===== src/p4gp_defines.svh =====
// Register offsets, reset values and field positions of the port-four pin mux
// ----------------------------------------------------------------------------
// Notes on behaviour
// - Data read returns stored value for lower bits whose direction bit is one.
// - Data read returns pin level for bits whose direction bit is zero.
// - Data register resets to 0xf8: upper five ones, outputs cleared.
// - Direction bit one makes the lower pin an output, zero an input.
// - Direction register resets to 0xf8, lower pins start as inputs.
// - Direction register is write-only and always reads all ones.
// - Data and direction drive a pad only while the pin is in general use.
// - Bit two drives serial transmit when pin enable and transmit enable set.
// - Bit one is serial receive input whenever receive enable is set.
// - Bit zero: clock input, clock output, or general use per clock bits.
// - Interrupt pin high in reset, held in low power; shared pins float in standby, hold their state in hold.
// - Bit three connects only to the on-chip decoder, never a pin.
// ----------------------------------------------------------------------------
`ifndef P4GP_DEFINES_SVH
`define P4GP_DEFINES_SVH
`define P4GP_DATA_OFS 12'h000
`define P4GP_DIR_OFS 12'h004
`define P4GP_SERCFG_OFS 12'h008
`define P4GP_MODE_OFS 12'h00c
`define P4GP_DATA_RST 8'hf8
`define P4GP_DIR_RST 8'hf8
`define P4GP_UPPER_ONES 8'hf8
`define P4GP_SER_PINEN 0
`define P4GP_SER_TE 1
`define P4GP_SER_RE 2
`define P4GP_SER_CKHI 3
`define P4GP_SER_CKLO 4
`define P4GP_SER_COM 5
`define P4GP_MODE_IRQSEL 0
`endif


===== src/p4gp_pkg.sv =====
// Types shared by the port-four pin mux
package p4gp_pkg;
  typedef struct packed {
    logic tx_data; // Serial transmit data from channel two
    logic sck_out; // Serial clock driven by channel two
  } p4gp_ser_out_t;
  typedef struct packed {
    logic rx_data; // Receive level toward channel two
    logic sck_in;  // Clock level toward channel two
  } p4gp_ser_in_t;
  typedef enum logic [1:0] {
    P4GP_ACTIVE = 2'b00,
    P4GP_HOLD = 2'b01,
    P4GP_STANDBY = 2'b10
  } p4gp_pmode_t;
endpackage


===== src/p4gp_port.sv =====
// Port-four pin mux with data and direction registers behind an APB slave
//
// Chosen here: register access over APB and the register addresses.
`timescale 1ns/10ps
`include "p4gp_defines.svh"
module p4gp_port (
  input wire logic SYS_CLK, // 125 MHz system clock
  input wire logic RESET, // Asynchronous reset, active high
  input wire logic PSEL, // APB select
  input wire logic PENABLE, // APB access phase
  input wire logic PWRITE, // APB direction
  input wire logic [11:0] PADDR, // APB byte address
  input wire logic [31:0] PWDATA, // APB write data
  output logic [31:0] PRDATA, // APB read data
  output logic PREADY, // APB ready
  output logic PSLVERR, // APB error on unmapped address
  input wire logic [2:0] PIN_IN, // Pad input levels, bits 2..0
  output logic [2:0] PIN_OUT, // Pad output levels
  output logic [2:0] PIN_OE, // Pad output enables, high drives
  input wire p4gp_pkg::p4gp_pmode_t PWR_MODE, // Active, hold or standby
  input wire logic DEC_IRQ_LINE, // Internal line from the pager decoder
  output logic DEC_IRQ_REQ, // Interrupt request, active low
  output logic DEC_GP_IN, // Bit three as general input level
  input wire p4gp_pkg::p4gp_ser_out_t SER_OUT, // From serial channel two
  output p4gp_pkg::p4gp_ser_in_t SER_IN // To serial channel two
);
  import p4gp_pkg::*;

  // ----------------------------------------------------------------------------
  // Input synchronisers
  // ----------------------------------------------------------------------------
  logic [2:0] pin_s1, pin_s2;
  logic irq_s1, irq_s2;
  always_ff @(posedge SYS_CLK or posedge RESET) begin
    if (RESET) begin
      pin_s1 <= 3'h7;
      pin_s2 <= 3'h7;
      irq_s1 <= 1'b1;
      irq_s2 <= 1'b1;
    end else begin
      pin_s1 <= PIN_IN;
      pin_s2 <= pin_s1;
      irq_s1 <= DEC_IRQ_LINE;
      irq_s2 <= irq_s1;
    end
  end

  // ----------------------------------------------------------------------------
  // Registers
  // ----------------------------------------------------------------------------
  logic [7:0] data_reg, dir_reg;
  logic [5:0] ser_cfg;
  logic mode_reg;
  logic [7:0] next_data_reg, next_dir_reg;
  logic [5:0] next_ser_cfg;
  logic next_mode_reg;
  logic wr_acc, addr_ok;
  assign wr_acc = PSEL && PENABLE && PWRITE;
  always_comb begin
    addr_ok = (PADDR == `P4GP_DATA_OFS) || (PADDR == `P4GP_DIR_OFS) ||
              (PADDR == `P4GP_SERCFG_OFS) || (PADDR == `P4GP_MODE_OFS);
  end
  always_comb begin
    next_data_reg = data_reg;
    next_dir_reg = dir_reg;
    next_ser_cfg = ser_cfg;
    next_mode_reg = mode_reg;
    if (wr_acc) begin
      unique case (PADDR)
        `P4GP_DATA_OFS: next_data_reg = `P4GP_UPPER_ONES | {5'h00, PWDATA[2:0]};
        `P4GP_DIR_OFS: next_dir_reg = `P4GP_UPPER_ONES | {5'h00, PWDATA[2:0]};
        `P4GP_SERCFG_OFS: next_ser_cfg = PWDATA[5:0];
        `P4GP_MODE_OFS: next_mode_reg = PWDATA[`P4GP_MODE_IRQSEL];
        default: next_data_reg = data_reg;
      endcase
    end
  end
  always_ff @(posedge SYS_CLK or posedge RESET) begin
    if (RESET) begin
      data_reg <= `P4GP_DATA_RST;
      dir_reg <= `P4GP_DIR_RST;
      ser_cfg <= 6'h00;
      mode_reg <= 1'b0;
    end else begin
      data_reg <= next_data_reg;
      dir_reg <= next_dir_reg;
      ser_cfg <= next_ser_cfg;
      mode_reg <= next_mode_reg;
    end
  end

  // ----------------------------------------------------------------------------
  // Pin function selection
  // ----------------------------------------------------------------------------
  logic tx_sel, rx_sel, ck_in_sel, ck_out_sel;
  logic [2:0] gp_use, drv, lvl;
  assign tx_sel = ser_cfg[`P4GP_SER_PINEN] && ser_cfg[`P4GP_SER_TE];
  assign rx_sel = ser_cfg[`P4GP_SER_RE];
  assign ck_in_sel = ser_cfg[`P4GP_SER_CKHI];
  assign ck_out_sel = !ser_cfg[`P4GP_SER_CKHI] &&
                      (ser_cfg[`P4GP_SER_CKLO] || ser_cfg[`P4GP_SER_COM]);
  assign gp_use = {!tx_sel, !rx_sel, !(ck_in_sel || ck_out_sel)};
  always_comb begin
    drv[2] = tx_sel ? 1'b1 : dir_reg[2];
    drv[1] = rx_sel ? 1'b0 : dir_reg[1];
    drv[0] = ck_in_sel ? 1'b0 : (ck_out_sel ? 1'b1 : dir_reg[0]);
    lvl[2] = tx_sel ? SER_OUT.tx_data : data_reg[2];
    lvl[1] = data_reg[1];
    lvl[0] = ck_out_sel ? SER_OUT.sck_out : data_reg[0];
  end

  // Hold keeps the last pad state; standby floats the shared pins
  logic [2:0] oe_q, out_q;
  logic [2:0] next_oe_q, next_out_q;
  logic irq_q, next_irq_q;
  always_comb begin
    next_oe_q = oe_q;
    next_out_q = out_q;
    next_irq_q = irq_q;
    unique case (PWR_MODE)
      P4GP_ACTIVE: begin
        next_oe_q = drv;
        next_out_q = lvl;
        next_irq_q = irq_s2;
      end
      P4GP_HOLD: next_irq_q = irq_q;
      P4GP_STANDBY: next_oe_q = 3'h0;
      default: next_oe_q = 3'h0;
    endcase
  end
  always_ff @(posedge SYS_CLK or posedge RESET) begin
    if (RESET) begin
      oe_q <= 3'h0;
      out_q <= 3'h0;
      irq_q <= 1'b1;
    end else begin
      oe_q <= next_oe_q;
      out_q <= next_out_q;
      irq_q <= next_irq_q;
    end
  end
  assign PIN_OE = oe_q;
  assign PIN_OUT = out_q;
  // Bit three never reaches a pad, only the decoder line
  assign DEC_IRQ_REQ = mode_reg ? irq_q : 1'b1;
  assign DEC_GP_IN = irq_q;
  assign SER_IN.rx_data = pin_s2[1];
  assign SER_IN.sck_in = pin_s2[0];

  // ----------------------------------------------------------------------------
  // Read path
  // ----------------------------------------------------------------------------
  logic [7:0] data_view;
  genvar gi;
  generate
    for (gi = 0; gi < 3; gi++) begin : g_rd
      // Direction one returns the latch, zero the pad
      assign data_view[gi] = dir_reg[gi] ? data_reg[gi] : pin_s2[gi];
    end
  endgenerate
  assign data_view[7:3] = {4'hf, (mode_reg ? 1'b1 : irq_q)};
  always_comb begin
    PRDATA = 32'h0000_0000;
    if (PSEL && !PWRITE) begin
      unique case (PADDR)
        `P4GP_DATA_OFS: PRDATA = {24'h000000, data_view};
        `P4GP_DIR_OFS: PRDATA = {24'h000000, 8'hff};
        `P4GP_SERCFG_OFS: PRDATA = {26'h0000000, ser_cfg};
        `P4GP_MODE_OFS: PRDATA = {31'h00000000, mode_reg};
        default: PRDATA = 32'h0000_0000;
      endcase
    end
  end
  assign PREADY = 1'b1;
  assign PSLVERR = PSEL && PENABLE && !addr_ok;

  // ----------------------------------------------------------------------------
  // Checks
  // ----------------------------------------------------------------------------
  AST_DIR_READ_ONES: assert property (@(posedge SYS_CLK) disable iff (RESET)
    (PSEL && !PWRITE && PADDR == `P4GP_DIR_OFS) |-> PRDATA[7:0] == 8'hff)
    else $error("direction read not all ones");
  AST_UPPER_ONES: assert property (@(posedge SYS_CLK) disable iff (RESET)
    data_reg[7:3] == 5'h1f && dir_reg[7:3] == 5'h1f)
    else $error("upper bits lost their ones");
  AST_READ_LATCH: assert property (@(posedge SYS_CLK) disable iff (RESET)
    (PSEL && !PWRITE && PADDR == `P4GP_DATA_OFS && dir_reg[2]) |-> PRDATA[2] == data_reg[2])
    else $error("output bit read did not return latch");
  AST_READ_PIN: assert property (@(posedge SYS_CLK) disable iff (RESET)
    (PSEL && !PWRITE && PADDR == `P4GP_DATA_OFS && !dir_reg[0]) |-> PRDATA[0] == pin_s2[0])
    else $error("input bit read did not return pin");
  AST_TX_DRIVE: assert property (@(posedge SYS_CLK) disable iff (RESET)
    (tx_sel && PWR_MODE == P4GP_ACTIVE) |=> PIN_OE[2])
    else $error("transmit pin not driven");
  AST_RX_INPUT: assert property (@(posedge SYS_CLK) disable iff (RESET)
    (rx_sel && PWR_MODE == P4GP_ACTIVE) |=> !PIN_OE[1])
    else $error("receive pin driven");
  AST_CK_INPUT: assert property (@(posedge SYS_CLK) disable iff (RESET)
    (ck_in_sel && PWR_MODE == P4GP_ACTIVE) |=> !PIN_OE[0])
    else $error("clock input pin driven");
  AST_STANDBY_FLOAT: assert property (@(posedge SYS_CLK) disable iff (RESET)
    (PWR_MODE == P4GP_STANDBY) |=> PIN_OE == 3'h0)
    else $error("shared pins driven in standby");
  AST_HOLD_IRQ: assert property (@(posedge SYS_CLK) disable iff (RESET)
    (PWR_MODE == P4GP_HOLD) |=> $stable(irq_q))
    else $error("interrupt level moved in hold");
  AST_DIR_WRITE: assert property (@(posedge SYS_CLK) disable iff (RESET)
    (wr_acc && PADDR == `P4GP_DIR_OFS) |=> dir_reg[2:0] == $past(PWDATA[2:0]))
    else $error("direction write not stored");

  // ----------------------------------------------------------------------------
  // Read path checks
  // ----------------------------------------------------------------------------
  AST_READ_LATCH_MID: assert property (@(posedge SYS_CLK) disable iff (RESET)
    (PSEL && !PWRITE && PADDR == `P4GP_DATA_OFS && dir_reg[1]) |-> PRDATA[1] == data_reg[1])
    else $error("middle output bit read did not return latch");
  AST_READ_LATCH_LOW: assert property (@(posedge SYS_CLK) disable iff (RESET)
    (PSEL && !PWRITE && PADDR == `P4GP_DATA_OFS && dir_reg[0]) |-> PRDATA[0] == data_reg[0])
    else $error("low output bit read did not return latch");
  AST_READ_PIN_MID: assert property (@(posedge SYS_CLK) disable iff (RESET)
    (PSEL && !PWRITE && PADDR == `P4GP_DATA_OFS && !dir_reg[1]) |-> PRDATA[1] == pin_s2[1])
    else $error("middle input bit read did not return pin");
  AST_READ_PIN_HIGH: assert property (@(posedge SYS_CLK) disable iff (RESET)
    (PSEL && !PWRITE && PADDR == `P4GP_DATA_OFS && !dir_reg[2]) |-> PRDATA[2] == pin_s2[2])
    else $error("high input bit read did not return pin");
  AST_READ_UPPER: assert property (@(posedge SYS_CLK) disable iff (RESET)
    (PSEL && !PWRITE && PADDR == `P4GP_DATA_OFS) |-> PRDATA[7:4] == 4'hf)
    else $error("upper data bits did not read as ones");
  AST_READ_BIT3_GP: assert property (@(posedge SYS_CLK) disable iff (RESET)
    (PSEL && !PWRITE && PADDR == `P4GP_DATA_OFS && !mode_reg) |-> PRDATA[3] == irq_q)
    else $error("bit three read did not return line level");
  AST_READ_BIT3_IRQ: assert property (@(posedge SYS_CLK) disable iff (RESET)
    (PSEL && !PWRITE && PADDR == `P4GP_DATA_OFS && mode_reg) |-> PRDATA[3])
    else $error("bit three read not one under interrupt use");
  AST_READ_IDLE: assert property (@(posedge SYS_CLK) disable iff (RESET)
    !(PSEL && !PWRITE) |-> PRDATA == 32'h0000_0000)
    else $error("read data not zero outside a read");
  AST_READY: assert property (@(posedge SYS_CLK) disable iff (RESET)
    PREADY)
    else $error("ready dropped");

  // ----------------------------------------------------------------------------
  // Register write checks
  // ----------------------------------------------------------------------------
  // Writes land at the access edge, so the stored value shows one edge later
  AST_DATA_WRITE: assert property (@(posedge SYS_CLK) disable iff (RESET)
    (wr_acc && PADDR == `P4GP_DATA_OFS) |=> data_reg[2:0] == $past(PWDATA[2:0]))
    else $error("data write not stored");
  AST_CFG_WRITE: assert property (@(posedge SYS_CLK) disable iff (RESET)
    (wr_acc && PADDR == `P4GP_SERCFG_OFS) |=> ser_cfg == $past(PWDATA[5:0]))
    else $error("serial configuration write not stored");
  AST_MODE_WRITE: assert property (@(posedge SYS_CLK) disable iff (RESET)
    (wr_acc && PADDR == `P4GP_MODE_OFS) |=> mode_reg == $past(PWDATA[0]))
    else $error("mode write not stored");
  AST_UNMAPPED_WRITE: assert property (@(posedge SYS_CLK) disable iff (RESET)
    (wr_acc && !addr_ok) |=> $stable(data_reg) && $stable(dir_reg))
    else $error("unmapped write changed a port register");

  // ----------------------------------------------------------------------------
  // Pad checks
  // ----------------------------------------------------------------------------
  AST_GP_DRIVE: assert property (@(posedge SYS_CLK) disable iff (RESET)
    (!tx_sel && PWR_MODE == P4GP_ACTIVE) |=> PIN_OE[2] == $past(dir_reg[2]))
    else $error("general bit two enable not from direction");
  AST_GP_LEVEL: assert property (@(posedge SYS_CLK) disable iff (RESET)
    (!tx_sel && PWR_MODE == P4GP_ACTIVE) |=> PIN_OUT[2] == $past(data_reg[2]))
    else $error("general bit two level not from data");
  AST_TX_LEVEL: assert property (@(posedge SYS_CLK) disable iff (RESET)
    (tx_sel && PWR_MODE == P4GP_ACTIVE) |=> PIN_OUT[2] == $past(SER_OUT.tx_data))
    else $error("transmit pin level not from channel");
  AST_RX_GP: assert property (@(posedge SYS_CLK) disable iff (RESET)
    (!rx_sel && PWR_MODE == P4GP_ACTIVE) |=> PIN_OE[1] == $past(dir_reg[1]))
    else $error("general bit one enable not from direction");
  AST_CK_OUTPUT: assert property (@(posedge SYS_CLK) disable iff (RESET)
    (ck_out_sel && PWR_MODE == P4GP_ACTIVE) |=> PIN_OE[0] && PIN_OUT[0] == $past(SER_OUT.sck_out))
    else $error("clock output pin not driven from channel");
  AST_CK_GP: assert property (@(posedge SYS_CLK) disable iff (RESET)
    (!ck_in_sel && !ck_out_sel && PWR_MODE == P4GP_ACTIVE) |=> PIN_OE[0] == $past(dir_reg[0]))
    else $error("general bit zero enable not from direction");
  AST_RX_PASS: assert property (@(posedge SYS_CLK) disable iff (RESET)
    SER_IN.rx_data == pin_s2[1])
    else $error("receive level not passed to channel");

  // ----------------------------------------------------------------------------
  // Low-power and interrupt checks
  // ----------------------------------------------------------------------------
  AST_HOLD_PADS: assert property (@(posedge SYS_CLK) disable iff (RESET)
    (PWR_MODE == P4GP_HOLD) |=> $stable(PIN_OE) && $stable(PIN_OUT))
    else $error("pads moved in hold");
  AST_STANDBY_IRQ: assert property (@(posedge SYS_CLK) disable iff (RESET)
    (PWR_MODE == P4GP_STANDBY) |=> $stable(irq_q))
    else $error("interrupt level moved in standby");
  AST_ACTIVE_IRQ: assert property (@(posedge SYS_CLK) disable iff (RESET)
    (PWR_MODE == P4GP_ACTIVE) |=> irq_q == $past(irq_s2))
    else $error("interrupt level not following the line");
  AST_IRQ_MASKED: assert property (@(posedge SYS_CLK) disable iff (RESET)
    !mode_reg |-> DEC_IRQ_REQ)
    else $error("request raised while bit three is a general input");
  AST_IRQ_FOLLOW: assert property (@(posedge SYS_CLK) disable iff (RESET)
    mode_reg |-> DEC_IRQ_REQ == DEC_GP_IN)
    else $error("request not following the line level");

  COV_HOLD: cover property (@(posedge SYS_CLK) disable iff (RESET) PWR_MODE == P4GP_HOLD && !irq_q);
  COV_TX: cover property (@(posedge SYS_CLK) disable iff (RESET) tx_sel && PIN_OE[2]);
  COV_CKOUT: cover property (@(posedge SYS_CLK) disable iff (RESET) ck_out_sel && PIN_OE[0]);
  COV_GPOUT: cover property (@(posedge SYS_CLK) disable iff (RESET) gp_use[1] && PIN_OE[1]);
  COV_IRQ: cover property (@(posedge SYS_CLK) disable iff (RESET) mode_reg && !DEC_IRQ_REQ);
endmodule


===== config.mk =====
export PLATFORM = sky130hd
export DESIGN_NAME = p4gp_port
export DESIGN_NICKNAME = d
export VERILOG_FILES = /design/src/p4gp_pkg.sv /design/src/p4gp_port.sv
export VERILOG_INCLUDE_DIRS = /design/src
export SDC_FILE = /design/constraint.sdc
export NUM_CORES = 1
export LEC_CHECK = 0
export ABC_AREA = 1
export BUFFER_PORTS_ARGS = -buffer_cell sky130_fd_sc_hd__buf_2
export CAP_MARGIN = 20
export CORE_ASPECT_RATIO = 1.4
export CORE_MARGIN = 2
export CORE_UTILIZATION = 43
export CTS_BUF_LIST = sky130_fd_sc_hd__clkbuf_16
export CTS_CLUSTER_DIAMETER = 100
export CTS_CLUSTER_SIZE = 14
export DETAILED_ROUTE_END_ITERATION = 10
export PLACE_DENSITY = 0.8
export SETUP_SLACK_MARGIN = 0.15
export SLEW_MARGIN = 20
export SYNTH_ARGS = -nofsm -noshare
export SYNTH_HDL_FRONTEND = slang
export SYNTH_SLANG_ARGS = --single-unit

===== constraint.sdc =====
create_clock -name SYS_CLK -period 1.2 [get_ports SYS_CLK]
set_input_delay 0.12 -clock SYS_CLK [delete_from_list [all_inputs] [get_ports SYS_CLK]]
set_output_delay 0.12 -clock SYS_CLK [all_outputs]
set_load 0.02 [all_outputs]

==> metrics.txt, run 1 <==
DP HPWL=between 2000 and 3000 um; Crit-path slowest cell=dfstp_2; CTS tree=yes; vias in the first global route=roughly 1400; synthesized cell area=roughly 0.0017 sq mm; total of max-cap violations=0; Final WS setup=-311 ps; min cycle time layout=1510 ps; Final ANT Viol Nets=0; Hold Startpoint=PWDATA[1]; DR pass1 iterations=4; core box area=around 0.0037 sq mm; Die X=around 57 um; Avg Inst Size Synth=between 8 and 9 sq um; gpl congestion=~0.85; required time worst endpoint=around 1100 ps; first-pass GRT wire length=~6000 um; Max stage delay on crit path=between 500 and 600 ps; max FFs per register=6; WP buf/inv=2; status=finished, violations left; final cell count without fillers=~310; DIE AREA=roughly 0.0044 sq mm; placed cells=just under 300; Ports=a little over 100; IR drop worst, VDD=approximately 1.4 mV; clk slew on worst S/H paths=about 60 ps; P per Cell Area=between 800 and 900 mW/mm^2; leakage=between 0.001 and 0.0015 uW; ANT cells=0; DRC viols=0; Tcrit/Tclk final=126%; Root Driver=clkbuf_16; startpoint types=flop; Setup Skew=roughly 3.3 ps; Fillers=approximately 280; clk buf depth=2; cell count after synthesis=between 150 and 200; Max Transition Viols Final=0; Final Hold Viols=0; CP endpoint kind=output pin; area grow syn2layout=44.1%; CTS H-tree lvls=1; clk_lat worst skew=260 ps; Most flops, register=ser_cfg; total CTS buffers=3; crit-path max FO=2; Starting Density=45.3%; Clock Sinks=28; register area share after synthesis=around 43%; PortBufs=49; grt ovf=0; Crit path max-delay family=flip-flops; pin count of the biggest net entering global routing=29; Ys Warns=0; unrepaired setup endpoints after global routing=yes; Crit. Startpoint=pin_s2[0]$_DFF_PP1_; Tot GR Track Use=17.2%; Worst Hold Class=primary input to flop; routed length per instance=~12 um; Routed WL=approximately 3700 um; worst reg2reg path startpoint=ser_cfg[5]$_DFFE_PP0P_; final setup violation count=10; Crit Path Class=flop to output pin; failing checks=setup timing; crit path DAT=approximately 1400 ps; routed vias/inst=between 4 and 5; FF+latch count, synth=28; nets=325; Netlist cell types=27; Fmax achieved=662 MHz; Initial DRC Count=20; layout cells sized above 1=approximately 50%; vias=1435; initial antenna violation count=0; Critical Path, Cell by Cell=inv_2 > o21ai_2 > nand3_1 > nand2_1 > nor2_1 > nor2_2 > buf_6; Die Height=between 70 and 80 um; row count=26; Hold WS=between 80 and 90 ps
## worst register-to-register path, delay by kind of cell, from the launching register on
family          cells  cell delay, ps
flops               1             410
compound gates      3             390
simple gates        1              70
## power by group
group          leakage (uW)  internal, uW  switching (uW)
logic              0.000935           158             237
registers          0.000324           985            14.4
clock network     0.0000385           446             298
## final cells by class
type | instances | area (sq um) | share of cell area, %
inverter | 26 | 100 | 4.17
timing repair buffer | 76 | 608 | 25.3
clock inverter | 1 | 3.75 | 0.156
sequential | 28 | 712 | 29.6
tap | 42 | 52.6 | 2.19
multi-input combinational | 133 | 851 | 35.4
clock buffer | 3 | 75.1 | 3.13
## cell usage after synthesis
cell type / n / area, sq um
nor2_2: 3 / 18.8
nand3_1: 16 / 80.1
o21ai_0: 12 / 60.1
dfstp_2: 9 / 236
buf_8: 1 / 15.0
nand2_4: 1 / 11.3
inv_2: 2 / 7.51
nor2_8: 2 / 40.0
dfrtp_1: 19 / 475
a21oi_2: 3 / 26.3
nor2_1: 12 / 45.0
nand2_2: 4 / 25.0
buf_6: 1 / 11.3
conb_1: 2 / 7.51
or2_1: 1 / 6.26
buf_4: 28 / 210
nand3_2: 4 / 40.0
a21oi_1: 3 / 15.0
nor2_4: 3 / 33.8
o31ai_1: 2 / 15.0
o21ai_1: 6 / 30.0
inv_1: 24 / 90.1
nor3_1: 1 / 5.00
nand2_1: 30 / 113
buf_2: 1 / 5.00
nand3_4: 1 / 17.5
o21ai_2: 3 / 26.3
## metal layers
metal / vias to the layer above / track usage [%] / share of wire [%]
li1: 706 / - / -
met1: 673 / 18.8 / 36
met2: 52 / 31.3 / 56
met3: 4 / 2.00 / 5.7
met4: 0 / 9.29 / 2.4
met5: - / 0 / 0
## cells by family after synthesis
| logic type | after synthesis | synth area share, % |
|---|---|---|
| AND/OR/NAND/NOR | 78 | 26.1 |
| buffers and inverters | 57 | 20.3 |
| AO/OA/AOI/OAI | 29 | 10.4 |
| flip-flops | 28 | 42.7 |
| other | 2 | 0.451 |
## metrics by stage
stage	cell area (sq um)	util (%)	setup slack, ps	setup TNS (ps)	total power, uW
after floorplan	1820	-	54.6	0	1260
after global routing	2400	65.4	-445	-1950	2220
after detailed placement	1980	53.9	-129	-1590	1310
after CTS	2320	63.1	-296	-1060	2120
after global placement	1980	53.9	-130	-1320	1310
final	2400	65.4	-311	-1270	2140
## worst paths after layout
check	end	slack, ps	depth (start not counted)
setup / recovery	PRDATA[0]	-310	7
hold / removal	data_reg[1]$_DFFE_PP0P_	80	3
setup reg to reg	PIN_OUT[0]$_DFFE_PP0P_	230	4
hold reg to reg	pin_s2[0]$_DFF_PP1_	360	0
max in group asynchronous	pin_s1[0]$_DFF_PP1_	440	4
min in group asynchronous	PIN_OUT[1]$_DFFE_PP0P_	450	4
## placed cells by master (no fill, tap or decap), types with 4 or more instances in the layout
cell type	synthesis	final
nor2_1	12	8
buf_6	1	24
dfrtp_1	19	19
conb_1	2	25
nand3_1	16	15
dlygate4sd3_1	0	5
buf_2	1	31
nor2_4	3	9
buf_4	28	15
o21ai_0	12	5
inv_1	24	16
o21ai_2	3	6
nand2_4	1	7
dfstp_2	9	9
o21ai_1	6	8
nand3_2	4	4
inv_2	2	9
nand2_1	30	25
## repair_timing
action                                  CTS  global route
cloned                                    1             0
endpoints found under the hold margin    23             0
endpoints found under the setup margin   15            16
buffers inserted                          5             5
hold buffers                              5             0
resized for setup                        45            16
pin swaps                                23            17
Power figures use the tool's default switching activity.
==> inputs of run 2 (changes only) <==
==> constraint.sdc (replaced) <==
create_clock -name SYS_CLK -period 1.55 [get_ports SYS_CLK]
set_input_delay 0.155 -clock SYS_CLK [delete_from_list [all_inputs] [get_ports SYS_CLK]]
set_output_delay 0.155 -clock SYS_CLK [all_outputs]
set_load 0.02 [all_outputs]
==> run 2 against run 1 <==
Compared with the run above:
- hold slack better by 28 ps
- first-iteration DRC count rose to 2.5 times the previous value
- final cell count down 3.2%
- combinational power down 38%
- core utilization down 7.1 points
- routed wire length down 4.2%
- sequential share of layout area up 3.6 points
- critical endpoint unchanged
- die area unchanged
- the run now ends clean
- design area down 11%
- critical path type unchanged
- count of clock-buffer cells in the layout unchanged
- total power down 17%
- global-route usage down 1.2 points
==> metrics.txt, run 2 (synthesized netlist as in run 1, its figures left out) <==
ANT cells=0 (unchanged); CP endpoint kind=output pin; Ports=101 (unchanged); crit path DAT=1350 ps (-40 ps); grt ovf=0 (unchanged); final setup violation count=0 (-10); final cell count without fillers=299 (-3.2%); vias in the first global route=1329 (-4.9%); status=complete, no violations; first-pass GRT wire length=5630 um (-4.0%); Routed WL=3580 um (-4.2%); PortBufs=49 (unchanged); Sw Share=23.6% (-2.1 points); R2R Setup Slk=510 ps (+280 ps); clock power share=42.7% (+7.9 points); worst r2r dst=PIN_OUT[0]$_DFFE_PP0P_; Crit Path Class=flop to output pin; combinational power share=13.8% (-4.7 points); Die X=56.6 um (unchanged); worst hold stages=3 (unchanged); Internal Dissipation=1350 uW (-15%); pin count of the biggest net entering global routing=29 (unchanged); placed cells=279 (-3.8%); CTS tree=yes; Seq pwr share=43.5% (-3.2 points); area grow syn2layout=28.5%; total CTS buffers=3 (unchanged); Most flops, register=ser_cfg; crit-path max FO=2 (unchanged); Tot GR Track Use=16.0% (-1.2 points); vias=1383 (-3.6%); Crit-path slowest cell=dfstp_2; Max Transition Viols Final=0 (unchanged); initial antenna violation count=0 (unchanged); DP HPWL=2490 um (-5.0%); most frequent cells in the layout=41 x buf_2, 28 x nand2_1, 25 x conb_1; CTS H-tree lvls=1 (unchanged); core box area=0.00368 sq mm (unchanged); layout cells sized above 1=44.4% (-5.5 points); Critical Path, Cell by Cell=inv_2 > o21ai_2 > nand3_1 > nand2_1 > nor2_1 > nor2_1 > buf_4; Clock Sinks=28 (unchanged); nets=315 (-3.1%); P per Cell Area=827 mW/mm^2 (-7.2%); routed vias/inst=4.63 (-0.40%); clk slew on worst S/H paths=70 ps (about the same); unrepaired setup endpoints after global routing=yes; clk buf depth=2 (unchanged); max FFs per register=6 (unchanged); Starting Density=45.3% (unchanged); DIE AREA=0.00440 sq mm (unchanged); Setup TNS=0 ps (+1270 ps); R2R depth=4 (unchanged); worst reg2reg path startpoint=ser_cfg[4]$_DFFE_PP0P_; Die Height=77.7 um (unchanged); Worst Hold Class=primary input to flop; DR pass1 iterations=4 (unchanged); gpl congestion=0.865 (+2.1%); Root Driver=clkbuf_16; total of max-cap violations=0 (unchanged); Tcrit/Tclk final=between 90% and 100%; Max stage delay on crit path=540 ps (about the same); Fmax achieved=665 MHz; routed length per instance=12.0 um (-0.98%); DRC viols=0 (unchanged); leakage=0.00121 uW (-7.0%); Initial DRC Count=50 (+150%); hold endpoint=data_reg[1]$_DFFE_PP0P_; commonest non-fill, non-tap cell in the layout=buf_2; Hold Startpoint=PWDATA[1]; row count=26 (unchanged); Worst path most repeated cell=nor2_1; clk_lat worst skew=260 ps (about the same); Final Hold Viols=0 (unchanged); IR drop worst, VDD=0.817 mV (-43%); min cycle time layout=between 1500 and 2000 ps; startpoint types=flop; required time worst endpoint=1390 ps (+310 ps); Switching Power=418 uW (-24%); Setup Skew=1.07 ps (-2.26 ps); Final ANT Viol Nets=0 (unchanged)
[run 2: worst max-delay path by stage]
stage,start,to,slack (ps),cells past startpoint
global placement,PADDR[11],PRDATA[5],90,9
finish,pin_s2[0]$_DFF_PP1_,PRDATA[0],50,7
floorplan,pin_s2[0]$_DFF_PP1_,PRDATA[0],270,6
CTS,pin_s2[0]$_DFF_PP1_,PRDATA[0],40,7
detailed placement,PADDR[11],PRDATA[5],80,9
global route,pin_s2[2]$_DFF_PP1_,PRDATA[2],-30,7
[run 2: repair_timing]
action / 4_1_cts / 5_1_grt
endpoints found under the hold margin: 23 / 0
gates cloned: 0 / 1
hold buffers: 5 / 0
pin swaps: 3 / 15
setup buffers: 5 / 5
resized for setup: 10 / 21
endpoints found under the setup margin: 8 / 8
[run 2: final cells by class]
cell class / count / area (sq um)
Sequential cell: 28 / 712
Clock buffer: 3 / 75.1
Inverter: 26 / 97.6
Fill cell: 307 / 1530
Multi-Input combinational cell: 133 / 758
Timing Repair Buffer: 66 / 417
Tap cell: 42 / 52.6
Clock inverter: 1 / 30.0
[run 2: power groups by stage]
stage	combinational (uW)	sequential (uW)	clock, uW
floorplan	177	794	0
global placement	210	781	0
detailed placement	213	783	0
CTS	226	770	767
global route	267	773	798
finish	244	771	755
[run 2: worst max-delay path, delay by kind of cell (launching register included)]
kind	cells	cell delay, ps
AO/OA/AOI/OAI	1	110
flip-flops	1	540
AND/OR/NAND/NOR	4	260
buffers and inverters	2	170
[run 2: through the flow]
| stage | util [%] | total power, uW | hold WS (ps) | area, sq um | setup slack, ps |
|---|---|---|---|---|---|
| 3_5_place_dp | 49.6 | 996 | 241 | 1820 | 75.6 |
| 5_1_grt | 58.3 | 1840 | 127 | 2140 | -25.4 |
| 2_1_floorplan | - | 971 | 159 | 1750 | 271 |
| 4_1_cts | 55.3 | 1760 | 113 | 2030 | 36.7 |
| 3_3_place_gp | 49.6 | 992 | 228 | 1820 | 89.2 |
| 6_report | 58.3 | 1770 | 108 | 2140 | 45.8 |
[run 2: routing by layer]
layer	vias to the layer above	global-route usage [%]	share of wire [%]
met1	632	17.9	38
met2	59	29.2	53
met5	-	0	0
met3	9	3.50	6.4
li1	683	-	-
met4	0	5.48	2.0
